File: src/core/sesf_pkg.sv
// Purpose: Shared constants and types of the supply event status flags
// Assumes: One system clock, asynchronous active-high reset
// Notes:   Flag bits 10 down to 5 of the status word are contiguous
`default_nettype none

package sesf_pkg;
    // ------------------------------------------------------------
    // Serial frame
    // ------------------------------------------------------------
    localparam int          FRAME_BITS = 32;
    localparam int          CMD_BITS   = 7;
    localparam int          ADDR_W     = 6;
    localparam int          CNT_W      = 6;
    localparam int          REG_W      = 24;
    localparam logic [5:0]  CNT_MAX    = 6'h3f;

    // ------------------------------------------------------------
    // Register offsets
    // ------------------------------------------------------------
    localparam logic [5:0]  OFS_STATUS   = 6'h00;
    localparam logic [5:0]  OFS_CHECKSUM = 6'h03;

    // ------------------------------------------------------------
    // Flag layout, indices inside the flag vector
    // ------------------------------------------------------------
    localparam int          FLAG_N   = 6;
    localparam int          FLAG_LSB = 5;
    localparam int          F_WIN1   = 5;
    localparam int          F_WIN0   = 4;
    localparam int          F_CK     = 3;
    localparam int          F_LOW    = 2;
    localparam int          F_HIGH   = 1;
    localparam int          F_TW     = 0;
    localparam logic [5:0]  FLAGS_RST = 6'h00;

    // ------------------------------------------------------------
    // Synchronised pins
    // ------------------------------------------------------------
    localparam int          PIN_N  = 6;
    localparam int          P_CS   = 5;
    localparam int          P_SCLK = 4;
    localparam int          P_SI   = 3;
    localparam int          P_LOW  = 2;
    localparam int          P_HIGH = 1;
    localparam int          P_TW   = 0;
    localparam logic [5:0]  PIN_IDLE = 6'h20;

    // ------------------------------------------------------------
    // Checksum engine
    // ------------------------------------------------------------
    localparam int          CK_W    = 8;
    localparam int          CK_LEN  = 32;
    localparam logic [7:0]  CK_POLY = 8'h07;
    localparam logic [7:0]  CK_INIT = 8'h00;

    typedef enum logic [1:0] {
        SESF_CK_IDLE = 2'b01,
        SESF_CK_RUN  = 2'b10
    } sesf_ck_state_t;
endpackage : sesf_pkg

`default_nettype wire

File: src/core/sesf_flag_if.sv
// Purpose: Set, clear and state of the event flags between modules
// Assumes: All signals on the system clock
// Notes:   Set wins over clear in the flag bank
`default_nettype none

interface sesf_flag_if;
    logic [sesf_pkg::FLAG_N-1:0] set;
    logic [sesf_pkg::FLAG_N-1:0] clr;
    logic [sesf_pkg::FLAG_N-1:0] flags;

    modport producer (output set, output clr, input flags);
    modport bank     (input set, input clr, output flags);
endinterface : sesf_flag_if

`default_nettype wire

File: src/core/sesf_flag_bank.sv
// Purpose: Sticky read-to-clear event flags
// Assumes: set and clr are one-cycle masks
// Notes:   A set in the clear cycle keeps the flag
`default_nettype none

module sesf_flag_bank (
    // Clock and reset
    input  wire logic    i_sys_clk,
    input  wire logic    i_rst,
    // Flag traffic
    sesf_flag_if.bank    flag_io
);
    logic [sesf_pkg::FLAG_N-1:0] flags_reg;
    logic [sesf_pkg::FLAG_N-1:0] flags_next;

    assign flags_next    = (flags_reg & ~flag_io.clr) | flag_io.set;
    assign flag_io.flags = flags_reg;

    genvar g;
    generate
        for (g = 0; g < sesf_pkg::FLAG_N; g++) begin : g_flag
            always_ff @(posedge i_sys_clk or posedge i_rst) begin
                if (i_rst) begin
                    flags_reg[g] <= sesf_pkg::FLAGS_RST[g];
                end else begin
                    flags_reg[g] <= flags_next[g];
                end
            end
        end
    endgenerate

    // ------------------------------------------------------------
    // Checks
    // ------------------------------------------------------------
    set_wins_a: assert property (@(posedge i_sys_clk) disable iff (i_rst)
        (flag_io.set != '0) |=> ((flags_reg & $past(flag_io.set)) == $past(flag_io.set)))
        else $error("flag set lost");
    clear_done_a: assert property (@(posedge i_sys_clk) disable iff (i_rst)
        (flag_io.clr != '0) |=> ((flags_reg & $past(flag_io.clr) & ~$past(flag_io.set)) == '0))
        else $error("flag not cleared");
endmodule : sesf_flag_bank

`default_nettype wire

File: src/core/sesf_core.sv
// Purpose: Supply, checksum and thermal event flags with serial status read
// Assumes: Analog condition pins and serial pins are asynchronous
// Notes:   Frame is rw bit, 6 address bits, 24 data bits, one unchecked trailing bit
//
// Behaviour
// With measurement active, supply crossing either window-1 threshold sets its flag.
// With measurement active, supply crossing either window-0 threshold sets its flag.
// Finished checksum calculation sets the checksum-done flag.
// Checksum-done reads zero while running, before start, or after read.
// Finished checksum result is readable at checksum register offset.
// Under-voltage start and end both set the supply-low flag.
// Over-voltage start and end both set the supply-high flag.
// Thermal warning start and end both set the thermal-warn flag.
// Reading the status register clears the reported flags.
// Interrupt releases at chip-select rise ending the status read.
// Interrupt output asserted low while any flag is set.
`default_nettype none

module sesf_core #(
    parameter int LVL_W = 10
) (
    // Clock and reset
    input  wire logic             i_sys_clk,
    input  wire logic             i_rst,
    // Serial port
    input  wire logic             i_cs_n,
    input  wire logic             i_sclk,
    input  wire logic             i_si,
    output logic                  o_so,
    output logic                  o_so_oe,
    // Supply measurement
    input  wire logic             i_meas_active,
    input  wire logic [LVL_W-1:0] i_supply_level,
    input  wire logic [LVL_W-1:0] i_window0_threshold_a,
    input  wire logic [LVL_W-1:0] i_window0_threshold_b,
    input  wire logic [LVL_W-1:0] i_window1_threshold_a,
    input  wire logic [LVL_W-1:0] i_window1_threshold_b,
    // Condition pins
    input  wire logic             i_supply_low,
    input  wire logic             i_supply_high,
    input  wire logic             i_thermal_warn,
    // Checksum
    input  wire logic             i_checksum_start,
    input  wire logic [31:0]      i_checksum_word,
    // Interrupt
    output logic                  o_int_n
);
    // ------------------------------------------------------------
    // Decoding helpers
    // ------------------------------------------------------------
    function automatic logic [1:0] thr_state(input logic [LVL_W-1:0] lvl, input logic [LVL_W-1:0] ta,
                                             input logic [LVL_W-1:0] tb);
        thr_state = {lvl >= ta, lvl >= tb};
    endfunction : thr_state
    function automatic logic [sesf_pkg::REG_W-1:0] rd_mux(input logic [5:0] addr,
                                                         input logic [5:0] flg,
                                                         input logic [7:0] ck);
        rd_mux = '0;
        if (addr == sesf_pkg::OFS_STATUS) begin
            rd_mux[sesf_pkg::FLAG_LSB +: sesf_pkg::FLAG_N] = flg;
        end else if (addr == sesf_pkg::OFS_CHECKSUM) begin
            rd_mux[sesf_pkg::CK_W-1:0] = ck;
        end
    endfunction : rd_mux

    // ------------------------------------------------------------
    // Pin synchronisers
    // ------------------------------------------------------------
    logic [sesf_pkg::PIN_N-1:0] pin_raw;
    logic [sesf_pkg::PIN_N-1:0] s1_reg;
    logic [sesf_pkg::PIN_N-1:0] s2_reg;
    logic [sesf_pkg::PIN_N-1:0] s3_reg;
    assign pin_raw = {i_cs_n, i_sclk, i_si, i_supply_low, i_supply_high, i_thermal_warn};
    genvar g;
    generate
        for (g = 0; g < sesf_pkg::PIN_N; g++) begin : g_sync
            always_ff @(posedge i_sys_clk or posedge i_rst) begin
                if (i_rst) begin
                    s1_reg[g] <= sesf_pkg::PIN_IDLE[g];
                    s2_reg[g] <= sesf_pkg::PIN_IDLE[g];
                    s3_reg[g] <= sesf_pkg::PIN_IDLE[g];
                end else begin
                    s1_reg[g] <= pin_raw[g];
                    s2_reg[g] <= s1_reg[g];
                    s3_reg[g] <= s2_reg[g];
                end
            end
        end
    endgenerate
    logic cs_low;
    logic cs_fall;
    logic cs_rise;
    logic sclk_rise;
    logic sclk_fall;
    logic si_bit;
    assign cs_low    = ~s2_reg[sesf_pkg::P_CS];
    assign cs_fall   = ~s2_reg[sesf_pkg::P_CS] & s3_reg[sesf_pkg::P_CS];
    assign cs_rise   = s2_reg[sesf_pkg::P_CS] & ~s3_reg[sesf_pkg::P_CS];
    assign sclk_rise = cs_low & s2_reg[sesf_pkg::P_SCLK] & ~s3_reg[sesf_pkg::P_SCLK];
    assign sclk_fall = cs_low & ~s2_reg[sesf_pkg::P_SCLK] & s3_reg[sesf_pkg::P_SCLK];
    assign si_bit    = s2_reg[sesf_pkg::P_SI];

    // ------------------------------------------------------------
    // Flag bank
    // ------------------------------------------------------------
    sesf_flag_if flag_bus ();
    sesf_flag_bank u_bank (
        .i_sys_clk (i_sys_clk),
        .i_rst     (i_rst),
        .flag_io   (flag_bus.bank)
    );

    // ------------------------------------------------------------
    // Serial frame
    // ------------------------------------------------------------
    logic [sesf_pkg::CNT_W-1:0]      bit_cnt_reg;
    logic [sesf_pkg::FRAME_BITS-1:0] rx_reg;
    logic [sesf_pkg::REG_W-1:0]      tx_reg;
    logic [sesf_pkg::FLAG_N-1:0]     snap_reg;
    logic [sesf_pkg::ADDR_W-1:0]     cmd_addr;
    logic                            cmd_load;
    logic                            tx_shift;
    logic                            frame_ok;
    logic                            status_read;
    logic [sesf_pkg::FLAG_N-1:0]     read_clr;
    logic [sesf_pkg::CK_W-1:0]       ck_result_reg;
    assign cmd_addr    = {rx_reg[sesf_pkg::ADDR_W-2:0], si_bit};
    assign cmd_load    = sclk_rise && (bit_cnt_reg == sesf_pkg::CNT_W'(sesf_pkg::CMD_BITS - 1));
    assign tx_shift    = sclk_fall && (bit_cnt_reg >= sesf_pkg::CNT_W'(sesf_pkg::CMD_BITS))
                         && (bit_cnt_reg < sesf_pkg::CNT_W'(sesf_pkg::FRAME_BITS - 1));
    assign frame_ok    = bit_cnt_reg == sesf_pkg::CNT_W'(sesf_pkg::FRAME_BITS);
    assign status_read = cs_rise && frame_ok && !rx_reg[sesf_pkg::FRAME_BITS-1]
                         && (rx_reg[sesf_pkg::FRAME_BITS-2 -: sesf_pkg::ADDR_W] == sesf_pkg::OFS_STATUS);
    assign read_clr    = status_read ? snap_reg : '0;
    always_ff @(posedge i_sys_clk or posedge i_rst) begin
        if (i_rst) begin
            bit_cnt_reg <= '0;
            rx_reg      <= '0;
        end else if (cs_fall) begin
            bit_cnt_reg <= '0;
        end else if (sclk_rise) begin
            rx_reg      <= {rx_reg[sesf_pkg::FRAME_BITS-2:0], si_bit};
            bit_cnt_reg <= (bit_cnt_reg == sesf_pkg::CNT_MAX) ? bit_cnt_reg : bit_cnt_reg + 1'b1;
        end
    end
    // Snapshot marks exactly which flags the host was shown
    always_ff @(posedge i_sys_clk or posedge i_rst) begin
        if (i_rst) begin
            tx_reg   <= '0;
            snap_reg <= '0;
        end else if (cmd_load) begin
            tx_reg   <= rd_mux(cmd_addr, flag_bus.flags, ck_result_reg);
            snap_reg <= (cmd_addr == sesf_pkg::OFS_STATUS && !rx_reg[sesf_pkg::ADDR_W-1])
                        ? flag_bus.flags : '0;
        end else if (tx_shift) begin
            tx_reg   <= {tx_reg[sesf_pkg::REG_W-2:0], 1'b0};
        end
    end
    always_ff @(posedge i_sys_clk or posedge i_rst) begin
        if (i_rst) begin
            o_so    <= 1'b0;
            o_so_oe <= 1'b0;
        end else begin
            o_so_oe <= cs_low;
            if (tx_shift) begin
                o_so <= tx_reg[sesf_pkg::REG_W-1];
            end
        end
    end

    // ------------------------------------------------------------
    // Supply windows and condition edges
    // ------------------------------------------------------------
    logic [1:0] win0_now;
    logic [1:0] win1_now;
    logic [1:0] win0_prev_reg;
    logic [1:0] win1_prev_reg;
    logic       meas_prev_reg;
    logic       win0_set;
    logic       win1_set;
    assign win0_now = thr_state(i_supply_level, i_window0_threshold_a, i_window0_threshold_b);
    assign win1_now = thr_state(i_supply_level, i_window1_threshold_a, i_window1_threshold_b);
    assign win0_set = i_meas_active && meas_prev_reg && (win0_now != win0_prev_reg);
    assign win1_set = i_meas_active && meas_prev_reg && (win1_now != win1_prev_reg);
    always_ff @(posedge i_sys_clk or posedge i_rst) begin
        if (i_rst) begin
            win0_prev_reg <= '0;
            win1_prev_reg <= '0;
            meas_prev_reg <= 1'b0;
        end else begin
            win0_prev_reg <= win0_now;
            win1_prev_reg <= win1_now;
            meas_prev_reg <= i_meas_active;
        end
    end
    // Both edges of each condition count as an event
    logic low_set;
    logic high_set;
    logic tw_set;
    assign low_set  = s2_reg[sesf_pkg::P_LOW]  ^ s3_reg[sesf_pkg::P_LOW];
    assign high_set = s2_reg[sesf_pkg::P_HIGH] ^ s3_reg[sesf_pkg::P_HIGH];
    assign tw_set   = s2_reg[sesf_pkg::P_TW]   ^ s3_reg[sesf_pkg::P_TW];

    // ------------------------------------------------------------
    // Checksum engine
    // ------------------------------------------------------------
    sesf_pkg::sesf_ck_state_t ck_state_reg;
    logic [sesf_pkg::CK_W-1:0] ck_crc_reg;
    logic [sesf_pkg::CK_W-1:0] ck_crc_next;
    logic [31:0]               ck_data_reg;
    logic [5:0]                ck_cnt_reg;
    logic                      ck_busy;
    logic                      ck_last;
    logic                      ck_begin;
    assign ck_busy     = ck_state_reg == sesf_pkg::SESF_CK_RUN;
    assign ck_last     = ck_busy && (ck_cnt_reg == 6'(sesf_pkg::CK_LEN - 1));
    assign ck_begin    = i_checksum_start && !ck_busy;
    assign ck_crc_next = {ck_crc_reg[sesf_pkg::CK_W-2:0], 1'b0}
                         ^ ((ck_crc_reg[sesf_pkg::CK_W-1] ^ ck_data_reg[31]) ? sesf_pkg::CK_POLY : '0);
    always_ff @(posedge i_sys_clk or posedge i_rst) begin
        if (i_rst) begin
            ck_state_reg <= sesf_pkg::SESF_CK_IDLE;
        end else begin
            case (ck_state_reg)
                sesf_pkg::SESF_CK_IDLE: if (ck_begin) ck_state_reg <= sesf_pkg::SESF_CK_RUN;
                sesf_pkg::SESF_CK_RUN:  if (ck_last)  ck_state_reg <= sesf_pkg::SESF_CK_IDLE;
                default:                ck_state_reg <= sesf_pkg::SESF_CK_IDLE;
            endcase
        end
    end
    always_ff @(posedge i_sys_clk or posedge i_rst) begin
        if (i_rst) begin
            ck_crc_reg    <= sesf_pkg::CK_INIT;
            ck_data_reg   <= '0;
            ck_cnt_reg    <= '0;
            ck_result_reg <= '0;
        end else if (ck_begin) begin
            ck_crc_reg    <= sesf_pkg::CK_INIT;
            ck_data_reg   <= i_checksum_word;
            ck_cnt_reg    <= '0;
        end else if (ck_busy) begin
            ck_crc_reg    <= ck_crc_next;
            ck_data_reg   <= {ck_data_reg[30:0], 1'b0};
            ck_cnt_reg    <= ck_cnt_reg + 1'b1;
            if (ck_last) begin
                ck_result_reg <= ck_crc_next;
            end
        end
    end

    // ------------------------------------------------------------
    // Flag events and interrupt
    // ------------------------------------------------------------
    logic [sesf_pkg::FLAG_N-1:0] ck_clr;
    assign ck_clr       = ck_begin ? sesf_pkg::FLAG_N'(1 << sesf_pkg::F_CK) : '0;
    assign flag_bus.clr = read_clr | ck_clr;
    assign flag_bus.set = {win1_set, win0_set, ck_last, low_set, high_set, tw_set};
    always_ff @(posedge i_sys_clk or posedge i_rst) begin
        if (i_rst) begin
            o_int_n <= 1'b1;
        end else begin
            o_int_n <= ~|flag_bus.flags;
        end
    end

    // ------------------------------------------------------------
    // Checks
    // ------------------------------------------------------------
    localparam int CK_DONE_DLY = sesf_pkg::CK_LEN;
    win1_flag_a: assert property (@(posedge i_sys_clk) disable iff (i_rst)
        win1_set |=> flag_bus.flags[sesf_pkg::F_WIN1]) else $error("window 1 change missed");
    win0_flag_a: assert property (@(posedge i_sys_clk) disable iff (i_rst)
        i_meas_active && meas_prev_reg && (win0_now != win0_prev_reg)
        |=> flag_bus.flags[sesf_pkg::F_WIN0]) else $error("window 0 change missed");
    ck_done_a: assert property (@(posedge i_sys_clk) disable iff (i_rst)
        ck_begin |=> ##CK_DONE_DLY flag_bus.flags[sesf_pkg::F_CK]) else $error("checksum done late");
    ck_running_a: assert property (@(posedge i_sys_clk) disable iff (i_rst)
        ck_busy |-> !flag_bus.flags[sesf_pkg::F_CK]) else $error("checksum flag while running");
    ck_result_a: assert property (@(posedge i_sys_clk) disable iff (i_rst)
        ck_last |=> ck_result_reg == $past(ck_crc_next)) else $error("checksum result stale");
    low_edge_a: assert property (@(posedge i_sys_clk) disable iff (i_rst)
        $changed(s3_reg[sesf_pkg::P_LOW]) |-> flag_bus.flags[sesf_pkg::F_LOW]) else $error("low edge missed");
    high_edge_a: assert property (@(posedge i_sys_clk) disable iff (i_rst)
        $changed(s3_reg[sesf_pkg::P_HIGH]) |-> flag_bus.flags[sesf_pkg::F_HIGH]) else $error("high edge missed");
    warn_edge_a: assert property (@(posedge i_sys_clk) disable iff (i_rst)
        $changed(s3_reg[sesf_pkg::P_TW]) |-> flag_bus.flags[sesf_pkg::F_TW]) else $error("warn edge missed");
    int_release_a: assert property (@(posedge i_sys_clk) disable iff (i_rst)
        status_read && (flag_bus.set == '0) && (snap_reg == flag_bus.flags) |=> ##1 o_int_n)
        else $error("interrupt not released");
    int_hold_a: assert property (@(posedge i_sys_clk) disable iff (i_rst)
        (flag_bus.flags != '0) |=> !o_int_n) else $error("interrupt not asserted");
    status_read_c: cover property (@(posedge i_sys_clk) disable iff (i_rst) status_read && snap_reg != '0);
    ck_finish_c:   cover property (@(posedge i_sys_clk) disable iff (i_rst) ck_last);
    win_change_c:  cover property (@(posedge i_sys_clk) disable iff (i_rst) win0_set && win1_set);
    set_clear_c:   cover property (@(posedge i_sys_clk) disable iff (i_rst) (flag_bus.set & read_clr) != '0);
endmodule : sesf_core

`default_nettype wire

File: config.mk
export PLATFORM = sky130hd
export DESIGN_NAME = sesf_core
export DESIGN_NICKNAME = d
export VERILOG_FILES = /design/src/core/sesf_pkg.sv /design/src/core/sesf_flag_if.sv /design/src/core/sesf_flag_bank.sv /design/src/core/sesf_core.sv
export SDC_FILE = /design/constraint.sdc
export NUM_CORES = 1
export LEC_CHECK = 0
export BUFFER_PORTS_ARGS = -buffer_cell sky130_fd_sc_hd__buf_2
export CORE_ASPECT_RATIO = 0.7
export CORE_MARGIN = 1.5
export CORE_UTILIZATION = 52
export DETAILED_ROUTE_END_ITERATION = 8
export GPL_ROUTABILITY_DRIVEN = 0
export PLACE_DENSITY = 0.85
export SETUP_SLACK_MARGIN = 0.2
export SLEW_MARGIN = 20
export SYNTH_ARGS = -nofsm -noshare
export SYNTH_HDL_FRONTEND = slang
export SYNTH_SLANG_ARGS = --single-unit
File: constraint.sdc
create_clock -name i_sys_clk -period 4.4 [get_ports i_sys_clk]
set_input_delay 0.22 -clock i_sys_clk [delete_from_list [all_inputs] [get_ports i_sys_clk]]
set_output_delay 0.22 -clock i_sys_clk [all_outputs]
set_load 0.02 [all_outputs]
---- Yosys cells after proc, flatten, opt, wreduce, memory -nomap -nowiden ----
Cells that the tools add are included.
storage, ports and cells
  output and inout bits ................... 3
  register bits ........................... 155
  input port bits ......................... 92
operators by class
  mux-type cells .......................... 22
  reductions and logical operators ........ 26
  $add $sub $neg .......................... 2
  bitwise operators ....................... 21
  eq/ne operators ......................... 12
  $lt $le $gt $ge ......................... 6
operators with widths
  cell                                                        count
  2-to-1 mux 32 bit                                           2
  2-to-1 mux 24 bit                                           2
  2-to-1 mux 6 bit                                            7
  >= comparator 10 bit                                        4
  2-to-1 mux 8 bit                                            3
  adder 6 x 1 -> 6 bit, second input constant                 2
  equality test 6 bit, second input constant                  2
  logical AND 1 bit                                           12
  logical NOT 6 bit                                           2
  2-to-1 mux 3 bit                                            3
  bitwise XOR 8 x 3 -> 8 bit                                  1
  bitwise AND 1 bit                                           6
  bitwise AND 6 bit                                           1
  equality test 6 x 2 -> 1 bit, second input constant         1
  equality test 6 x 3 -> 1 bit, second input constant         1
  equality test 6 x 5 -> 1 bit, second input constant         1
  >= comparator 6 x 3 -> 1 bit, second input constant         1
  less-than comparator 6 x 5 -> 1 bit, second input constant  1
  NOT 1 bit                                                   6
  NOT 6 bit                                                   1
  bitwise OR 6 x 4 -> 6 bit                                   1
  bitwise OR 6 bit                                            1
  AND reduction 2 bit                                         3
  nonzero test 2 bit                                          3
  13 further kinds                                            22

---- Logic depth before layout (Yosys ltp) ----
  depth in word-level cells ............... 10
  mapped depth ............................ 8
  depth with buffers taken out ............ 8

---- Modules after synthesis ----
A second synthesis with hierarchy kept.
unflattened totals
  cells, all modules ...................... 698
  area total of the unflattened synthesis .. 7369.6 µm²
by module, submodules not included
  module          area an instance (µm²)  cells an instance  sequential area each (µm²)  instances
  sesf_core       7148.1                  679                3734.8                      1
  sesf_flag_bank  221.5                   19                 150.1                       1

---- Worst setup path after synthesis ----
Ideal clock, no wire load.
  path kind ............................... register to register
  from .................................... register bit_cnt_reg[0] (netlist bit)
  to ...................................... register tx_reg[1] (netlist bit)
  path slack .............................. 2.571 ns
  library setup time ...................... 0.130 ns
  required time ........................... 4.270 ns
  clock period less this slack ............ 1.829 ns
  buffers on the path ..................... 1
  stages on the path, launching flop included .. 9
  data arrival time ....................... 1.699 ns
  cells stage by stage .................... dfrtp_1 > ha_1 > and3_4 > a22oi_2 > nand2_2 > buf_6 > mux2_4 > nand2_1 > o21ai_1
on the way
  word-level cells in the longest chain between the ends .. 4
  elaborated cells between the ends (all ways) .. 8
RTL lines
  what                                 RTL line          RTL
  start, declared                      sesf_core.sv:116  logic [sesf_pkg::CNT_W-1:0] bit_cnt_reg;
  start signal, assigned               sesf_core.sv:143  bit_cnt_reg <= (bit_cnt_reg == sesf_pkg::CNT_MAX) ? bit_cnt_reg : bit_cnt_reg + 1'b1;
  >= comparator 6 x 3 -> 1 bit         sesf_core.sv:129  assign tx_shift = sclk_fall && (bit_cnt_reg >= sesf_pkg::CNT_W'(sesf_pkg::CMD_BITS))
  logical AND 1 bit                    sesf_core.sv:129
  logical AND 1 bit                    sesf_core.sv:130  && (bit_cnt_reg < sesf_pkg::CNT_W'(sesf_pkg::FRAME_BITS - 1));
  nonzero test 2 bit (no source line)  --
  end signal, assigned                 sesf_core.sv:152  tx_reg <= rd_mux(cmd_addr, flag_bus.flags, ck_result_reg);
  end signal, assigned                 sesf_core.sv:156  tx_reg <= {tx_reg[sesf_pkg::REG_W-2:0], 1'b0};
  end, declared                        sesf_core.sv:118  logic [sesf_pkg::REG_W-1:0] tx_reg;
Several ways; a longest one is shown, not always the timed one.
A chain may end at the register's enable or synchronous reset.

---- Worst setup path after layout ----
  from .................................... register bit_cnt_reg[0] (netlist bit)
  to ...................................... register tx_reg[3] (netlist bit)
Same word-level chain as after synthesis.

==> summary.txt <==
Detailed routing
  – Post-route ant nets: 0
  – Via count: 5012
  – Routed WL per cell: 13.7 um
  – Final wirelength: ~13000 um
  – Drt first pass iters: 6
  – Remaining DRCs: 0
  – Vias per cell: 5.14
  – Initial DRC Count: approximately 290

Clock tree
  – CTS Buf Count: 17
  – Clock sinks: roughly 160
  – Clk_lat worst skew: 0.42 ns
  – Maximum root-to-sink buffer count: 2
  – Worst-path clk slew: roughly 0.06 ns
  – CTS tree: yes
  – Root Buffer: clkbuf_16
  – # H-tree levels: 4

STA
  – Tcrit/Tclk final: 51.9%
  – Minimum clock period after layout: 2.29 ns
  – Worst-Margin Slew: 0.873 ns
  – Worst Clk Skew: 0.00931 ns
  – Highest clock rate: 438 MHz
  – Final setup viols: 0
  – Final hold violation count: 2
  – RSZ-0062 raised after global routing: no
  – Slew headroom: 41.6%
  – Setup TNS: 0 ns
  – Max Slew Vio Count: 0
  – Hold Slack: -0.00501 ns

Logic synthesis
  – Async SR Flop Fraction: 100%
  – Synthesized area: 7340 um^2
  – Post-synthesis register bit count: 155
  – Synth Instances: 672
  – Post-synthesis sequential area ratio: ~53%
  – Mean Syn Cell Area: ~11 um^2
  – Most used flip-flop cell after synthesis: dfrtp_1
  – Yosys warning total: 0
  – Syn nets: 808
  – Unique masters post-synth: 46
  – Number of synthesized flops with an enable pin: 0

Floorplanning
  – Core ar.: 13900 um^2
  – Die area: 14900 um^2
  – # rows: 36
  – Die H: 102 um
  – Die W: 145 um
  – Initial core utilization: 52.9%
  – IO Pins: 95

Min path
  – Hold crit path type: input pin to async pin

Global routing
  – Initial antenna violation count: 0
  – First-pass GRT wire length: 22600 um
  – Largest net degree at the start of global routing: roughly 160
  – Gr ovfl total: 0
  – GRT Overall Usage: 19.3%
  – Vias in the first global route: 4806

Critical path
  – Critical Path Source Type: register
  – Worst Path Max Fanout: 25
  – CP Class: register to register
  – Worst EP required: 4.68 ns
  – R2R Path Start: bit_cnt_reg[0]$_DFFE_PP0P_
  – Reg-to-reg endpoint: tx_reg[3]$_DFFE_PP0P_
  – Crit path DAT: ~2.6 ns
  – R2R Setup Slk: between 2 and 2.5 ns
  – Reg2reg path depth: 7
  – CP endpoint kind: register

Cells and area
  – Nets: 908
  – Area growth from synthesis to layout: 17.6%
  – Post-route cell area: 8640 um^2
  – Fraction of layout cells with a size suffix above 1: between 20% and 30%
  – Commonest non-fill, non-tap cell in the layout: dfrtp_1
  – Antenna Cells: 0
  – Most frequent cells in the layout: dfrtp_1, nand2_1, buf_2
  – Register Area: 3880 um^2
  – Fill count: 1101
  – Multi-input gate area: 3190 um^2

Placed design
  – IO Port Bufs: 94
  – Placed cell area: between 7000 and 8000 um^2
  – Final HPWL DP: approximately 9000 um

Power
  – Switching Share: between 20% and 30%
  – P_leak: 4.41 nW
  – P_sw: 1.02 mW
  – PwrDens: 427 nW/um^2
  – Cell-internal power: 2.67 mW
  – VDD IR max: 0.321 mV
  – Clock network fraction of total power: 37.9%
  – Part of the power in combinational logic: between 10% and 20%
  – Sequential power share: 48.1%

Outcome
  – Status: finished with violations
  – Violated checks: hold timing

Job
  – MaxCap Viol Count: 0
[worst max-delay path: stages, from the launching register on]
cell     delay, ns
dfrtp_1       0.43
ha_1          0.26
and3_4        0.20
a22oi_2       0.19
nand2_2       0.43
mux2_2        0.44
nand2_1       0.07
o21ai_0       0.12
[kinds of logic after synthesis]
| group | count (synthesis) | share of synthesized area (%) |
|---|---|---|
| adders and majority gates | 44 | 7.50 |
| muxes | 88 | 12.7 |
| AOI/OAI and AO/OA | 105 | 8.64 |
| DFF | 155 | 52.9 |
| buffers and inverters | 67 | 3.75 |
| xor gates and xnor gates | 16 | 1.91 |
| and+or+nand+nor | 197 | 12.6 |
[timing repair]
action	4_1_cts	5_1_grt
endpoints found under the hold margin	7	0
resized for setup	0	0
setup buffers	0	0
hold buffers	7	0
[cell usage after synthesis (2+ instances only)]
| cell | n | area (um^2) |
|---|---|---|
| a211oi_1 | 8 | 60.1 |
| a21o_1 | 2 | 15.0 |
| a21oi_1 | 17 | 85.1 |
| a221oi_1 | 5 | 43.8 |
| a22o_1 | 6 | 52.6 |
| a2bb2oi_1 | 2 | 17.5 |
| a41oi_1 | 4 | 35.0 |
| and3_1 | 2 | 12.5 |
| buf_2 | 7 | 35.0 |
| buf_6 | 2 | 22.5 |
| clkbuf_1 | 14 | 52.6 |
| dfrtp_1 | 150 | 3750 |
| dfstp_2 | 5 | 131 |
| ha_1 | 44 | 551 |
| inv_1 | 43 | 161 |
| mux2_2 | 39 | 439 |
| mux2i_1 | 48 | 480 |
| nand2_1 | 107 | 402 |
| nand2b_1 | 5 | 31.3 |
| nand3_1 | 12 | 60.1 |
| nand3b_1 | 12 | 90.1 |
| nand4_1 | 6 | 37.5 |
| nor2_1 | 37 | 139 |
| nor2b_1 | 3 | 18.8 |
| nor3_1 | 2 | 10.0 |
| nor4_1 | 2 | 12.5 |
| o21ai_0 | 52 | 260 |
| o21ai_1 | 3 | 15.0 |
| o2bb2ai_1 | 2 | 17.5 |
| xnor2_1 | 10 | 87.6 |
| xor2_1 | 6 | 52.6 |
[metrics by stage]
stage	total power [mW]	hold WS [ns]	worst slack (ns)	utilization [%]	instances
after floorplan	2.14	0.224	2.23	-	672
after global placement	2.28	0.329	2.22	57.6	936
after detailed placement	2.31	0.329	2.11	57.6	936
after CTS	3.72	0.0507	2.10	62.3	975
after global routing	3.89	0.0835	1.95	62.3	975
final	3.69	-0.00501	2.11	62.3	975
[power by group through the flow]
| stage | Sequential, mW | Clock (mW) | Combinational, mW |
|---|---|---|---|
| after floorplan | 1.75 | 0 | 0.386 |
| after global placement | 1.79 | 0 | 0.490 |
| after detailed placement | 1.79 | 0 | 0.518 |
| after CTS | 1.78 | 1.42 | 0.523 |
| after global routing | 1.80 | 1.49 | 0.601 |
| final | 1.78 | 1.40 | 0.515 |
[metal layers]
metal  global-route usage (%)  part of all wire [%]  vias up
li1                         -                     -     2524
met1                     26.5                    47     2398
met2                     30.3                    48       81
met3                     5.36                   4.1        9
met4                     5.95                  0.90        0
met5                        0                     0        -
[worst max-delay path by stage]
stage | cells past startpoint | slack, ns | end | start
after global routing | 6 | 1.95 | snap_reg[2]$_DFFE_PP0P_ | bit_cnt_reg[0]$_DFFE_PP0P_
after CTS | 7 | 2.10 | tx_reg[3]$_DFFE_PP0P_ | bit_cnt_reg[0]$_DFFE_PP0P_
after detailed placement | 7 | 2.11 | tx_reg[3]$_DFFE_PP0P_ | bit_cnt_reg[0]$_DFFE_PP0P_
after floorplan | 1 | 2.23 | bit_cnt_reg[0]$_DFFE_PP0P_ | i_rst
after global placement | 7 | 2.22 | tx_reg[9]$_DFFE_PP0P_ | bit_cnt_reg[0]$_DFFE_PP0P_
final | 7 | 2.11 | tx_reg[3]$_DFFE_PP0P_ | bit_cnt_reg[0]$_DFFE_PP0P_
[cell type report]
class                   instances  area share (%)
clock buffers                  18            5.08
clock inverters                14            1.54
inverters                      43            1.91
multi-input cells             450            37.0
flip-flops and latches        155            45.0
well taps                     190            2.75
repair buffers                105            6.75
Note: power is estimated with default switching activity, not from simulation.
